$ cat src/verilog/fws_pkg.sv
// Shared constants of the flash status sequencer: register map, opcodes, timing.
package fws_pkg;
    // Register byte offsets on the APB side.
    localparam logic [7:0] REG_CTRL = 8'h00;
    localparam logic [7:0] REG_ADDR = 8'h04;
    localparam logic [7:0] REG_WDATA = 8'h08;
    localparam logic [7:0] REG_RDATA = 8'h0C;
    localparam logic [7:0] REG_STATUS = 8'h10;
    localparam logic [7:0] REG_CLEAR = 8'h14;
    localparam logic [7:0] REG_ENABLE = 8'h18;
    localparam logic [7:0] REG_STATE = 8'h1C;
    // Operation codes written to the low bits of the control register.
    localparam logic [2:0] OP_WRITE = 3'h1;
    localparam logic [2:0] OP_READ = 3'h2;
    localparam logic [2:0] OP_POLL = 3'h3;
    localparam logic [2:0] OP_SECTOR = 3'h4;
    localparam logic [2:0] OP_RESET = 3'h5;
    // Control register fields.
    localparam int CTRL_OP_LSB = 0;
    localparam int CTRL_PINRST_BIT = 4;
    // Event bits, shared by status, clear and enable registers.
    localparam int EV_DONE = 0;
    localparam int EV_FAIL = 1;
    localparam int EV_DROP = 2;
    localparam int EV_W = 3;
    // Status bit positions on the flash data bus.
    localparam int DQ_POLL = 7;
    localparam int DQ_TOG1 = 6;
    localparam int DQ_TOUT = 5;
    localparam int DQ_ETMR = 3;
    localparam int DQ_TOG2 = 2;
    // Flash command bytes.
    localparam logic [15:0] CMD_RESET = 16'h00F0;
    localparam logic [15:0] CMD_SECTOR = 16'h0030;
    // Reset values.
    localparam logic [EV_W-1:0] ENABLE_RST = 3'h0;
    localparam logic [20:0] ADDR_RST = 21'h000000;
    localparam logic [15:0] DATA_RST = 16'h0000;
    // Clock and bus-cycle timing.
    localparam int CLK_PERIOD_PS = 25000;
    localparam int T_ACC_NS = 90;
    localparam int T_WP_NS = 35;
    localparam int T_REC_NS = 30;
    localparam int T_GAP_US = 50;
    localparam int ACC_CYC = (T_ACC_NS * 1000 + CLK_PERIOD_PS - 1) / CLK_PERIOD_PS;
    localparam int WP_CYC = (T_WP_NS * 1000 + CLK_PERIOD_PS - 1) / CLK_PERIOD_PS;
    localparam int REC_CYC = (T_REC_NS * 1000 + CLK_PERIOD_PS - 1) / CLK_PERIOD_PS;
    localparam int GAP_CYC = (T_GAP_US * 1000000) / CLK_PERIOD_PS;
    // Bus-cycle engine and sequencer states.
    typedef enum logic [1:0] {
        C_IDLE = 2'b00,
        C_SETUP = 2'b01,
        C_PULSE = 2'b10,
        C_REC = 2'b11
    } fws_cyc_e;
    typedef enum logic [3:0] {
        S_IDLE = 4'b0000,
        S_ONE = 4'b0001,
        S_RD1 = 4'b0010,
        S_RD2 = 4'b0011,
        S_RD3 = 4'b0100,
        S_RD4 = 4'b0101,
        S_RST = 4'b0110,
        S_PRE = 4'b0111,
        S_CMD = 4'b1000,
        S_POST = 4'b1001
    } fws_seq_e;
endpackage

$ cat src/verilog/fws_flash_sequencer.sv
// Host-side controller that drives a parallel NOR flash and interprets its status bits.
`timescale 1ns/1ps
module fws_flash_sequencer import fws_pkg::*; (
    // Clock and reset.
    input wire logic refClk,
    input wire logic resetn,
    // APB slave.
    input wire logic psel,
    input wire logic penable,
    input wire logic pwrite,
    input wire logic [7:0] paddr,
    input wire logic [31:0] pwdata,
    output logic [31:0] prdata,
    output logic pready,
    output logic pslverr,
    // Interrupt.
    output logic irq,
    // Flash pins.
    output logic [20:0] flAddr,
    input wire logic [15:0] flDqIn,
    output logic [15:0] flDqOut,
    output logic flDqOe,
    output logic flCeN,
    output logic flOeN,
    output logic flWeN,
    output logic flResetN,
    input wire logic flReadyBusyN
);
    logic [20:0] addr_q;
    logic [15:0] wdata_q, rdata_q, first_q;
    logic [EV_W-1:0] status_q, enable_q, events;
    logic pinRst_q;
    logic [31:0] prdata_q;
    fws_cyc_e cyc_q;
    fws_seq_e seq_q;
    logic [2:0] cnt_q;
    logic cycReq, cycWr, cycDone;
    logic [15:0] cycData;
    logic [11:0] gap_q;
    logic gapShort;
    logic wrEn, rdSetup, mapped, startOp;
    logic tog1Same;
    logic oneWr_q;

    // APB decode; zero wait states, unmapped offsets answer with an error.
    assign wrEn = psel && penable && pwrite;
    assign rdSetup = psel && !penable;
    assign mapped = (paddr[1:0] == 2'b00) && (paddr <= REG_STATE);
    assign pready = psel && penable;
    assign pslverr = psel && penable && !mapped;
    assign prdata = prdata_q;
    assign startOp = wrEn && (paddr == REG_CTRL) && (seq_q == S_IDLE);
    assign irq = |(status_q & enable_q);

    // Read data is captured in the setup phase so the access phase sees a register.
    always_ff @(posedge refClk) begin
        if (!resetn) begin
            prdata_q <= 32'h00000000;
        end else if (rdSetup) begin
            case (paddr)
                REG_CTRL: prdata_q <= {27'h0000000, pinRst_q, 4'h0};
                REG_ADDR: prdata_q <= {11'h000, addr_q};
                REG_WDATA: prdata_q <= {16'h0000, wdata_q};
                REG_RDATA: prdata_q <= {16'h0000, rdata_q};
                REG_STATUS: prdata_q <= {29'h00000000, status_q};
                REG_ENABLE: prdata_q <= {29'h00000000, enable_q};
                REG_STATE: prdata_q <= {23'h000000, flReadyBusyN, 4'h0, seq_q};
                default: prdata_q <= 32'h00000000;
            endcase
        end
    end

    // Software-owned configuration registers.
    always_ff @(posedge refClk) begin
        if (!resetn) begin
            addr_q <= ADDR_RST;
            wdata_q <= DATA_RST;
            enable_q <= ENABLE_RST;
            pinRst_q <= 1'b0;
        end else if (wrEn) begin
            case (paddr)
                REG_ADDR: addr_q <= pwdata[20:0];
                REG_WDATA: wdata_q <= pwdata[15:0];
                REG_ENABLE: enable_q <= pwdata[EV_W-1:0];
                REG_CTRL: pinRst_q <= pwdata[CTRL_PINRST_BIT];
                default: pinRst_q <= pinRst_q;
            endcase
        end
    end

    // Sticky events; a new event wins over a clear in the same cycle.
    always_ff @(posedge refClk) begin
        if (!resetn) begin
            status_q <= '0;
        end else if (wrEn && paddr == REG_CLEAR) begin
            status_q <= (status_q & ~pwdata[EV_W-1:0]) | events;
        end else begin
            status_q <= status_q | events;
        end
    end

    // Bus-cycle engine: one read or write strobe per request, fixed pulse and recovery.
    always_ff @(posedge refClk) begin
        if (!resetn) begin
            cyc_q <= C_IDLE;
            cnt_q <= 3'h0;
            flCeN <= 1'b1;
            flOeN <= 1'b1;
            flWeN <= 1'b1;
            flDqOe <= 1'b0;
            flDqOut <= DATA_RST;
            flAddr <= ADDR_RST;
            rdata_q <= DATA_RST;
            cycDone <= 1'b0;
        end else begin
            cycDone <= 1'b0;
            case (cyc_q)
                C_IDLE: if (cycReq) begin
                    flAddr <= addr_q;
                    flDqOut <= cycData;
                    flDqOe <= cycWr;
                    flCeN <= 1'b0;
                    cyc_q <= C_SETUP;
                end
                C_SETUP: begin
                    flOeN <= cycWr;
                    flWeN <= !cycWr;
                    cnt_q <= cycWr ? 3'(WP_CYC - 1) : 3'(ACC_CYC - 1);
                    cyc_q <= C_PULSE;
                end
                C_PULSE: if (cnt_q == 3'h0) begin
                    // Data is taken as the strobe ends, after the full access time.
                    if (flWeN) begin
                        rdata_q <= flDqIn;
                    end
                    flOeN <= 1'b1;
                    flWeN <= 1'b1;
                    flCeN <= 1'b1;
                    cnt_q <= 3'(REC_CYC - 1);
                    cyc_q <= C_REC;
                end else begin
                    cnt_q <= cnt_q - 3'h1;
                end
                C_REC: if (cnt_q == 3'h0) begin
                    flDqOe <= 1'b0;
                    cycDone <= 1'b1;
                    cyc_q <= C_IDLE;
                end else begin
                    cnt_q <= cnt_q - 3'h1;
                end
                default: cyc_q <= C_IDLE;
            endcase
        end
    end

    // Time since the last sector command, saturating at the 50 us limit.
    always_ff @(posedge refClk) begin
        if (!resetn) begin
            gap_q <= 12'(GAP_CYC);
        end else if (seq_q == S_CMD && cycDone && !oneWr_q) begin
            // Program writes share the command state but must not restart the gap.
            gap_q <= 12'h000;
        end else if (gap_q != 12'(GAP_CYC)) begin
            gap_q <= gap_q + 12'h001;
        end
    end
    assign gapShort = gap_q < 12'(GAP_CYC);

    assign tog1Same = (first_q[DQ_TOG1] == rdata_q[DQ_TOG1]);

    // Request for the cycle engine, held until it reports done.
    always_comb begin
        cycReq = 1'b0;
        cycWr = 1'b0;
        cycData = wdata_q;
        case (seq_q)
            // A single read cycle at the held address.
            S_ONE: cycReq = !cycDone;
            S_RD1, S_RD2, S_RD3, S_RD4, S_PRE, S_POST: cycReq = !cycDone;
            S_RST: begin
                cycReq = !cycDone;
                cycWr = 1'b1;
                cycData = CMD_RESET;
            end
            S_CMD: begin
                cycReq = !cycDone;
                cycWr = 1'b1;
                // A program write sends the software word, a sector command its fixed byte.
                cycData = oneWr_q ? wdata_q : CMD_SECTOR;
            end
            default: cycReq = 1'b0;
        endcase
    end

    // Operation sequencer; events are one-cycle pulses into the sticky status.
    always_ff @(posedge refClk) begin
        if (!resetn) begin
            seq_q <= S_IDLE;
            first_q <= DATA_RST;
            oneWr_q <= 1'b0;
            events <= '0;
        end else begin
            events <= '0;
            case (seq_q)
                S_IDLE: if (startOp) begin
                    case (pwdata[CTRL_OP_LSB +: 3])
                        OP_WRITE: begin
                            oneWr_q <= 1'b1;
                            seq_q <= S_CMD;
                        end
                        OP_READ: seq_q <= S_ONE;
                        OP_POLL: seq_q <= S_RD1;
                        OP_RESET: seq_q <= S_RST;
                        OP_SECTOR: seq_q <= gapShort ? S_CMD : S_PRE;
                        default: seq_q <= S_IDLE;
                    endcase
                end
                S_ONE: if (cycDone) begin
                    events[EV_DONE] <= 1'b1;
                    seq_q <= S_IDLE;
                end
                S_RD1: if (cycDone) begin
                    first_q <= rdata_q;
                    seq_q <= S_RD2;
                end
                S_RD2: if (cycDone) begin
                    if (first_q[DQ_TOG1] == rdata_q[DQ_TOG1]) begin
                        events[EV_DONE] <= 1'b1;
                        seq_q <= S_IDLE;
                    end else if (rdata_q[DQ_TOUT]) begin
                        seq_q <= S_RD3;
                    end else begin
                        seq_q <= S_RD1;
                    end
                end
                S_RD3: if (cycDone) begin
                    first_q <= rdata_q;
                    seq_q <= S_RD4;
                end
                // The toggle may stop just as the timeout flag rises, so look once more.
                S_RD4: if (cycDone) begin
                    if (tog1Same) begin
                        events[EV_DONE] <= 1'b1;
                        seq_q <= S_IDLE;
                    end else begin
                        events[EV_FAIL] <= 1'b1;
                        seq_q <= S_RST;
                    end
                end
                S_RST: if (cycDone) begin
                    events[EV_DONE] <= 1'b1;
                    seq_q <= S_IDLE;
                end
                S_PRE: if (cycDone) begin
                    if (rdata_q[DQ_ETMR]) begin
                        events[EV_DROP] <= 1'b1;
                        seq_q <= S_IDLE;
                    end else begin
                        seq_q <= S_CMD;
                    end
                end
                S_CMD: if (cycDone) begin
                    oneWr_q <= 1'b0;
                    if (oneWr_q || gapShort) begin
                        events[EV_DONE] <= 1'b1;
                        seq_q <= S_IDLE;
                    end else begin
                        seq_q <= S_POST;
                    end
                end
                S_POST: if (cycDone) begin
                    events[rdata_q[DQ_ETMR] ? EV_DROP : EV_DONE] <= 1'b1;
                    seq_q <= S_IDLE;
                end
                default: seq_q <= S_IDLE;
            endcase
        end
    end

    assign flResetN = !pinRst_q;
endmodule // fws_flash_sequencer

$ cat config.mk
export PLATFORM = sky130hd
export DESIGN_NAME = fws_flash_sequencer
export DESIGN_NICKNAME = d
export VERILOG_FILES = /design/src/verilog/fws_pkg.sv /design/src/verilog/fws_flash_sequencer.sv
export SDC_FILE = /design/constraint.sdc
export NUM_CORES = 1
export LEC_CHECK = 0
export ABC_AREA = 0
export BUFFER_PORTS_ARGS = -buffer_cell sky130_fd_sc_hd__buf_4
export CAP_MARGIN = 20
export CORE_UTILIZATION = 50
export DETAILED_ROUTE_END_ITERATION = 8
export GPL_TIMING_DRIVEN = 0
export PLACE_DENSITY = 0.74
export SLEW_MARGIN = 30
export SYNTH_ARGS = -nofsm -noshare
export SYNTH_HDL_FRONTEND = slang
export SYNTH_SLANG_ARGS = --single-unit
$ cat constraint.sdc
create_clock -name refClk -period 5.57 [get_ports refClk]
set_clock_uncertainty 0.2 [all_clocks]
set_input_delay 0.2785 -clock refClk [delete_from_list [all_inputs] [get_ports refClk]]
set_output_delay 0.2785 -clock refClk [all_outputs]
set_load 0.01 [all_outputs]
==> results of run 1 <==
[synthesized netlist by cell type, drive strengths merged (8+ instances only)]
library cell	number
nor3	8
a21oi	20
o21ai	32
a21boi	64
buf	32
nand3	12
ha	8
mux2i	24
nor2b	43
nand2	153
and3	10
a22oi	31
nand2b	12
dfxtp	149
clkbuf	28
inv	15
mux2	15
nor2	20
[layout make-up]
| cell class | instances | share of cell area (%) |
|---|---|---|
| plain buffers | 60 | 3.67 |
| clock buffers | 20 | 5.01 |
| clock inverters | 11 | 1.43 |
| inverters | 15 | 0.631 |
| multi-input cells | 554 | 39.3 |
| flip-flops and latches | 149 | 33.4 |
| well taps | 176 | 2.47 |
| repair buffers | 154 | 14.0 |
[registers in the layout, indices dropped and copies added, names as in the netlist, 2 cells and up]
register,count
status_q,3
rdata_q,16
addr_q,21
gap_q,12
enable_q,3
cnt_q,3
events,3
flDqOut,16
seq_q,4
wdata_q,16
flAddr,21
cyc_q,2
prdata,21
[final timing paths]
| check | from | to | cells past startpoint |
|---|---|---|---|
| max | resetn | cyc_q[0] | 7 |
| max reg2reg | cnt_q[0] | rdata_q[13] | 8 |
| min reg2reg | events[2] | status_q[2] | 1 |
| min | flReadyBusyN | prdata[8] | 5 |
[metrics by stage]
stage / utilization [%] / power (uW) / cells / instance area, sq um
6_report: 67.1 / 2980 / 1139 / 8920
3_3_place_gp: 59.9 / 1840 / 1069 / 7960
4_1_cts: 67.1 / 2980 / 1139 / 8920
3_5_place_dp: 59.9 / 1840 / 1069 / 7960
5_1_grt: 67.1 / 3110 / 1139 / 8920
2_1_floorplan: - / 1630 / 778 / 6880
[timing repair]
item | CTS | global route
endpoints found under the hold margin | 52 | 0
setup buffers | 0 | 0
setup endpoints to repair | 0 | 0
resized for setup | 0 | 0
hold buffers | 39 | 0
[worst min-delay path, stage by stage]
cell and delay [ns]:
buf_4 0.09, nand3_1 0.08, nand2_1 0.07, a21oi_1 0.08, o21ai_0 0.13
[power by group through the flow]
stage	Clock, uW	Combinational [uW]	Sequential (uW)
2_1_floorplan	0	446	1180
3_3_place_gp	0	661	1180
3_5_place_dp	0	659	1190
4_1_cts	1130	683	1160
5_1_grt	1190	753	1170
6_report	1120	692	1160
[logic make-up (layout without fill, tap and decap cells)]
group | Yosys count | after routing
and+or+nand+nor | 294 | 294
xor gates and xnor gates | 13 | 13
adders and majority gates | 8 | 8
buffers and inverters | 75 | 260
AOI/OAI and AO/OA | 188 | 188
muxes | 40 | 40
DFF | 149 | 149
other | 1 | 11
[layer usage]
layer / vias to the layer above / track usage (%)
met2: 216 / 45.3
met3: 45 / 5.75
li1: 3002 / -
met1: 2939 / 36.1
met5: - / 0
met4: 0 / 12.5
==> flow_summary.ini, run 1 <==
[outcome]
status = finished clean

[synthesis]
muxShareOfSynthArea_pct = 6.31
synthAdderAreaFrac_pct = 1.46
syn_area_sq_um = 6840
synth_simple_gate_area_share_pct = 21.4
synth_area_per_cell_sq_um = 8.90
synth_top_cell_area_share_pct = 43.6
synth_xor_area_share_pct = 1.67
async_flop_share_pct = 0
synth_edf_count = 0
yosys-top-cells-area = dfxtp_1 44%, nand2_1 8.4%, a21boi_1 4.5%, nor2b_1 3.9%, mux2i_1 3.5%
ys_ff_latch = 149
synth_seq_area_share_pct = 43.6
synth_top_area_cell = dfxtp_1
yosysUniqueCellTypes = 67
synth_ff_type = dfxtp_1
ys_warn_count = 0
syn_inst = 768
synth_top_family_by_area = simple AND/OR/NAND/NOR gates
synth-compound-area-share_pct = 19.9

[timing]
slew_viol_final = 0
hold_slack_ns = 0.130
period_share_pct = 46.1
fmaxAchievable_mhz = 390
period_needed_ns = 2.57
setup_ws_ns = 3.00
setup_violations = 0
relSlewSlack_pct = 55.6
fin_tns_setup_ns = 0
hold_violations = 0
tightestPinTransition_ns = 0.666
rsz0062_at_grt = false

[routing]
drcViolationCount = 0
vias_per_cell = 5.45
wl_per_cell_microns = 16.9
wl_met1_microns = 8640
top_layer_used = met4
ant_nets = 0
drt_iter0_markers = 397
dr.pass1.iters = 5
wl_met2_microns = 8920
vias = 6202
wl_microns = 19200
wl_met3_microns = 1100

[final_layout]
final_cell_mix = 153 x nand2_1, 149 x dfxtp_1, 128 x buf_4
n_fill_cell = 1122
seq_area_sq_um = 2980
syn_to_final_growth_pct = 30.5
multiInputGateArea_sq_um = 3510
num_antenna_cells = 0
drive_gt1_share_pct = 21.8
final_nets = 1021
layout_commonest_cell = nand2_1

[global_routing]
antenna_found_initial = 0
grt_pass1_vias = 5810
track_usage_pct = 28.0
grt_pass1_wl_microns = 30700
grt_max_degree = 17
overflow = 0

[floorplan]
dieArea_sq_um = 14100
placeableCoreArea_sq_um = 13300
die_w_microns = 119
initial_core_util_pct = 51.4
pin_count = 139
dieHeight_microns = 119
rows = 42

[power_and_ir_drop]
cellLeakagePower_uw = 0.00361
p_switching_uw = 918
combPwrFrac_pct = 23.2
irDropWorstVdd_v = 0.000200
sw_frac_of_total_pct = 30.8
p_clk_share_pct = 37.7
powerDensity_nw_per_um2 = 334
intPower_uw = 2060
sequentialPowerShare_pct = 39.1

[clock_network]
htree_num_levels = 4
clk_latency_ns = 0.43
cts_tree = yes
cts.clk_slew.worst_paths_ns = 0.06
cts_buffers = 17
clk_path_buf_depth = 2
root_buffer = clkbuf_16
clock-sinks = 149

[worst_setup_path]
critPathRequiredTime_ns = 5.73
crit_slowest_cell = clkbuf_1
critPathCaptureType = flip-flop
cp_num_buf_inv = 5
worstSetupPathType = input port to flip-flop
rrSetupSlack_ns = 3.26
critPathMaxFanout = 10
crit_chain = dlygate4sd3_1 > buf_4 > clkbuf_1 > clkbuf_1 > clkbuf_1 > o31ai_1 > nor2_1
cp_top_family = buffers and inverters
cp-start-kind = input port
crit_path_max_incr_delay_ns = 0.57
crit_top_cell = clkbuf_1
cp.arrival_ns = 2.73

[placed_design]
dp_hpwl_microns = 13700
place_congestion = 0.912
post-place-ws_ns = 3.21
port_buffers = 115

[hold_path]
hold_path.class = input port to flip-flop

[run]
drv_cap = 0
Power figures use the tool's default switching activity.
==> run 2: changes to the inputs <==
Settings changed: ABC_AREA 0 to 1.
Clock period 5.57 ns to 2.38 ns, I/O delays scaled along.
==> run 2 against run 1 <==
  * The flow now finishes with violations (hold timing)
  * Register-to-register slack got worse by 2.9 ns
  * Final cell count increased by 15%
  * Worst setup slack got worse by 2.7 ns
  * First-iteration DRC count increased by 4.3%
  * Via count increased by 9.4%
  * Cell area decreased by 0.62%
  * Clock power increased to 2.7 times the previous value
  * Worst hold slack got worse by 0.13 ns
  * Critical path depth increased by 1
  * Critical endpoint is now rdata_q[8]
  * Largest cell class unchanged
==> flow_summary.ini, run 2 <==
[synthesis]
ys_ff_latch = 149
async_flop_share_pct = 0
synth_top_area_cell = dfxtp_1
synth.top_cells.by_count = 175 x nand2_1, 156 x nor2_1, 149 x dfxtp_1
synth_area_per_cell_sq_um = 7.08
ys_warn_count = 0
synth_top_cell_area_share_pct = 44.6
yosysUniqueCellTypes = 34
syn_area_sq_um = 6680
syn_inst = 944
synth_seq_area_share_pct = 44.6
synth_edf_count = 0
synth_ff_type = dfxtp_1
post-synth-top-count-cell = nand2_1
yosys-top-cells-area = dfxtp_1 45%, nand2_1 9.8%, nor2_1 8.8%, o21ai_0 8.0%, a21oi_1 6.2%

[floorplan]
dieArea_sq_um = 13800
dieHeight_microns = 118
initial_core_util_pct = 52.1
placeableCoreArea_sq_um = 12800
rows = 41
die_w_microns = 118
pin_count = 139

[clock_network]
cts_tree = yes
clk_latency_ns = 0.43
htree_num_levels = 4
cts.clk_slew.worst_paths_ns = 0.06
clk_path_buf_depth = 2
clock-sinks = 149
root_buffer = clkbuf_16
cts_buffers = 17

[timing]
rsz0062_at_grt = false
tightestPinTransition_ns = 0.671
relSlewSlack_pct = 55.3
period_needed_ns = 2.05
fin_tns_setup_ns = 0
hold_violations = 1
setup_violations = 0
slew_viol_final = 0
hold_slack_ns = -0.000496
fmaxAchievable_mhz = 487
period_share_pct = 86.3

[final_layout]
final_cell_mix = 175 x nand2_1, 155 x nor2_1, 149 x dfxtp_1
final_nets = 1199
layout_commonest_cell = nand2_1
n_fill_cell = 1149
drive_gt1_share_pct = 17.3
syn_to_final_growth_pct = 32.7
instances_no_fill = 1313

[power_and_ir_drop]
cellLeakagePower_uw = 0.00386
fin_total_pwr_uw = 6780
irDropWorstVdd_v = 0.000838
powerDensity_nw_per_um2 = 764

[global_routing]
antenna_found_initial = 1
track_usage_pct = 28.6
grt_pass1_vias = 6378
overflow = 0
grt_max_degree = 17
grt_pass1_wl_microns = 31300

[placed_design]
port_buffers = 115
place_congestion = 0.964
dp_hpwl_microns = 14100
dp.cells = 1241

[worst_setup_path]
crit_chain = inv_1 > ha_1 > inv_1 > nor2_2 > nand2_1 > clkbuf_1 > o21ai_0 > a21oi_1
cp.arrival_ns = 2.16
crit_slowest_cell = dfxtp_1
crit_path_max_incr_delay_ns = 0.33
critPathRequiredTime_ns = 2.48
critPathMaxFanout = 10
cp-start-kind = flip-flop
crit_top_cell = inv_1
worstSetupPathType = flip-flop to flip-flop
critPathCaptureType = flip-flop

[routing]
drcViolationCount = 0
ant_nets = 0
vias_per_cell = 5.17
vias = 6787
wl_per_cell_microns = 14.7
drt_iter0_markers = 414
dr.pass1.iters = 5
wl_microns = 19300

[outcome]
failed_checks = hold timing
status = finished, violations left

[hold_path]
hold_path.class = input port to flip-flop

[run]
drv_cap = 0
## run 2: changes by cell type after synthesis, sizes merged, moves of 11 or more
cell    delta
nor2     +145
o21ai     +82
inv       +72
a21boi    -64
a21oi     +63
nand3     +51
nor2b     -43
a22oi     -31
nand2     +28
mux2i     -24
mux2      -15
nand2b    -12
o211ai    +11
## run 2: worst paths after layout
check | from | cells after the start | to | slack [ns]
max | cyc_q[0] | 8 | rdata_q[8] | 0.33
min | flReadyBusyN | 5 | prdata[8] | -0.0005
max reg2reg | cyc_q[0] | 8 | rdata_q[8] | 0.33
min reg2reg | events[2] | 2 | status_q[2] | 0.24
## run 2: worst max-delay path: cells and delay by family, from the launching register on
kind | cells | cell delay, ns
flip-flops | 1 | 0.33
AO/OA/AOI/OAI | 2 | 0.32
AND/OR/NAND/NOR | 2 | 0.34
adder cells (fa/ha/maj) | 1 | 0.28
buffers and inverters | 3 | 0.47
## run 2: cell families (layout without fill, tap and decap cells)
family / count (synthesis) / count (layout) / share of synthesized area, %
adders and majority gates: 8 / 8 / 1.50
other: 1 / 12 / 0.0561
and+or+nand+nor: 425 / 425 / 26.5
buffers and inverters: 140 / 326 / 9.68
AOI/OAI and AO/OA: 221 / 221 / 17.6
DFF: 149 / 149 / 44.6
## run 2: cell type report
type	instances	area, sq um	area share, %
diodes	1	2.50	0.0282
plain buffers	52	312	3.51
clock buffers	22	484	5.46
clock inverters	8	171	1.93
inverters	88	335	3.78
multi-input cells	665	3090	34.9
flip-flops and latches	149	2980	33.6
well taps	172	215	2.43
repair buffers	156	1270	14.4
## run 2: through the flow
stage / hold WS [ns] / util [%] / worst slack, ns / area, sq um
after global routing: 0.0278 / 69.2 / 0.130 / 8870
after floorplan: 0.0539 / - / 0.635 / 6720
after CTS: 0.00252 / 69.1 / 0.222 / 8860
after detailed placement: 0.150 / 60.8 / 0.254 / 7800
after global placement: 0.143 / 60.8 / 0.273 / 7800
final: -0.000496 / 69.2 / 0.325 / 8870
## run 2: what timing repair did
| action | in CTS | in global routing |
|---|---|---|
| hold buffers | 41 | 0 |
| resized for setup | 0 | 1 |
| buffers inserted | 0 | 0 |
| endpoints found under the setup margin | 0 | 1 |
| hold endpoints to repair | 69 | 0 |
## run 2: where the power goes
group / total, uW / internal (uW) / switching (uW)
logic: 1050 / 408 / 645
clock network: 3000 / 1960 / 1040
registers: 2730 / 2630 / 94.1
## run 2: layer usage
| layer | part of all wire [%] | track usage, % | up-vias |
|---|---|---|---|
| met5 | 0 | 0 | - |
| met4 | 2.3 | 12.3 | 0 |
| met3 | 5.5 | 4.65 | 28 |
| met2 | 48 | 48.9 | 227 |
| met1 | 44 | 35.5 | 3107 |
| li1 | - | - | 3425 |
==> run 3: changes to the inputs <==
Settings changed: ABC_AREA 1 to default.
==> run 3 against run 2 <==
  * The run now ends clean
  * Maximum frequency decreased by 8.5%
  * Sequential cell count unchanged
  * Power increased by 3.0%
  * Critical endpoint is now prdata[8]
==> flow_summary.ini, run 3 (synthesis results as in run 1) <==
[timing]
hold_violations = 0
fin_tns_setup_ns = 0
tightestPinTransition_ns = 0.637
relSlewSlack_pct = 57.5
setup_violations = 0
slew_viol_final = 0
period_share_pct = 94.4
fmaxAchievable_mhz = 445
rsz0062_at_grt = false
setup_ws_ns = 0.134
period_needed_ns = 2.25

[worst_setup_path]
critical_path.startpoint = resetn
rr_startpoint = cnt_q[0]
rr_worst_depth = 8
cp-start-kind = input port
critPathMaxFanout = 10
critPathRequiredTime_ns = 2.55
worstSetupPathType = input port to flip-flop
cp.arrival_ns = 2.42
critPathCaptureType = flip-flop

[routing]
drt_iter0_markers = 429
vias_per_cell = 5.45
ant_nets = 0
wl_microns = 19300
drcViolationCount = 0
wl_per_cell_microns = 16.9
vias = 6224
dr.pass1.iters = 5

[floorplan]
dieArea_sq_um = 14100
placeableCoreArea_sq_um = 13300
initial_core_util_pct = 51.4
dieHeight_microns = 119
pin_count = 139
rows = 42
die_w_microns = 119

[placed_design]
post-place-ws_ns = 0.176
port_buffers = 115
dp_hpwl_microns = 13700
place_congestion = 0.912

[global_routing]
grt_pass1_wl_microns = 30700
overflow = 0
grt_max_degree = 17
track_usage_pct = 28.1
antenna_found_initial = 0
grt_pass1_vias = 5829

[final_layout]
n_fill_cell = 1118
drive_gt1_share_pct = 22.0
seq_area_sq_um = 2980
layout_commonest_cell = nand2_1
syn_to_final_growth_pct = 31.2
final_cell_mix = 153 x nand2_1, 149 x dfxtp_1, 128 x buf_4
num_antenna_cells = 0
multiInputGateArea_sq_um = 3510
final_nets = 1025

[clock_network]
htree_num_levels = 4
clock-sinks = 149
clk_path_buf_depth = 2
root_buffer = clkbuf_16
cts_setup_buffers = 0
cts.clk_slew.worst_paths_ns = 0.06
clk_latency_ns = 0.42
cts_buffers = 17
cts_tree = yes

[hold_path]
hold_path.class = input port to flip-flop
hold_start = pwrite
hold_depth = 4

[power_and_ir_drop]
powerDensity_nw_per_um2 = 779
cellLeakagePower_uw = 0.00364
irDropWorstVdd_v = 0.000464

[outcome]
status = finished clean

[run]
drv_cap = 0
## run 3: cell types whose count changed in the layout (fill, tap and decap cells not counted), moves of 15 or more
cell	change
o21ai_0	-81
a21oi_1	-65
mux2_2	+15
a22oi_1	+23
nor2_1	-135
a21boi_0	+23
nor2b_1	+42
nand2_1	-22
mux2i_1	+24
a21boi_1	+41
nand3_1	-52
inv_1	-69
## run 3: final timing paths
kind	slack [ns]	endpoint
setup / recovery	0.13	prdata[8]
hold / removal	0.03	pinRst_q
setup reg to reg	0.17	rdata_q[13]
hold reg to reg	0.24	status_q[2]
## run 3: critical path, stage by stage
cell and delay (ns):
dlygate4sd3_1 0.53, buf_4 0.13, and2_1 0.11, clkbuf_1 0.24, clkbuf_1 0.52, nand2_1 0.11, o21ai_0 0.09, dlygate4sd3_1 0.56
## run 3: report_power, final
part | switching [uW] | internal, uW
clock network | 1060 | 1570
logic | 978 | 651
registers | 110 | 2610
## run 3: layout make-up
| class | count | share of cell area, % |
|---|---|---|
| multi-input combinational | 554 | 39.1 |
| sequential | 149 | 33.3 |
| timing repair buffer | 158 | 14.4 |
| clock buffer | 20 | 4.98 |
| buffer | 60 | 3.68 |
| tap | 176 | 2.46 |
| clock inverter | 11 | 1.42 |
| inverter | 15 | 0.628 |
## run 3: per-stage QoR
step | util (%) | hold slack (ns) | cells | cell area [sq um] | power, uW
5_1_grt | 67.5 | 0.0679 | 1143 | 8970 | 7290
3_5_place_dp | 59.9 | 0.182 | 1069 | 7960 | 4320
2_1_floorplan | - | 0.0538 | 778 | 6880 | 3810
6_report | 67.5 | 0.0341 | 1143 | 8970 | 6980
3_3_place_gp | 59.9 | 0.179 | 1069 | 7960 | 4320
4_1_cts | 67.4 | 0.0161 | 1143 | 8960 | 6970
## run 3: repair_timing
action	4_1_cts	5_1_grt
hold buffers	43	0
hold endpoints to repair	66	0
endpoints found under the setup margin	0	13
gates resized for setup	0	5
## run 3: routing by layer
metal  GRT usage (%)  up-vias  wire length (microns)
li1                -     3008                      -
met1            36.1     2946                   8550
met2            45.4      226                   8970
met3            5.75       44                   1210
met4            12.5        0                    597
met5               0        -                      0
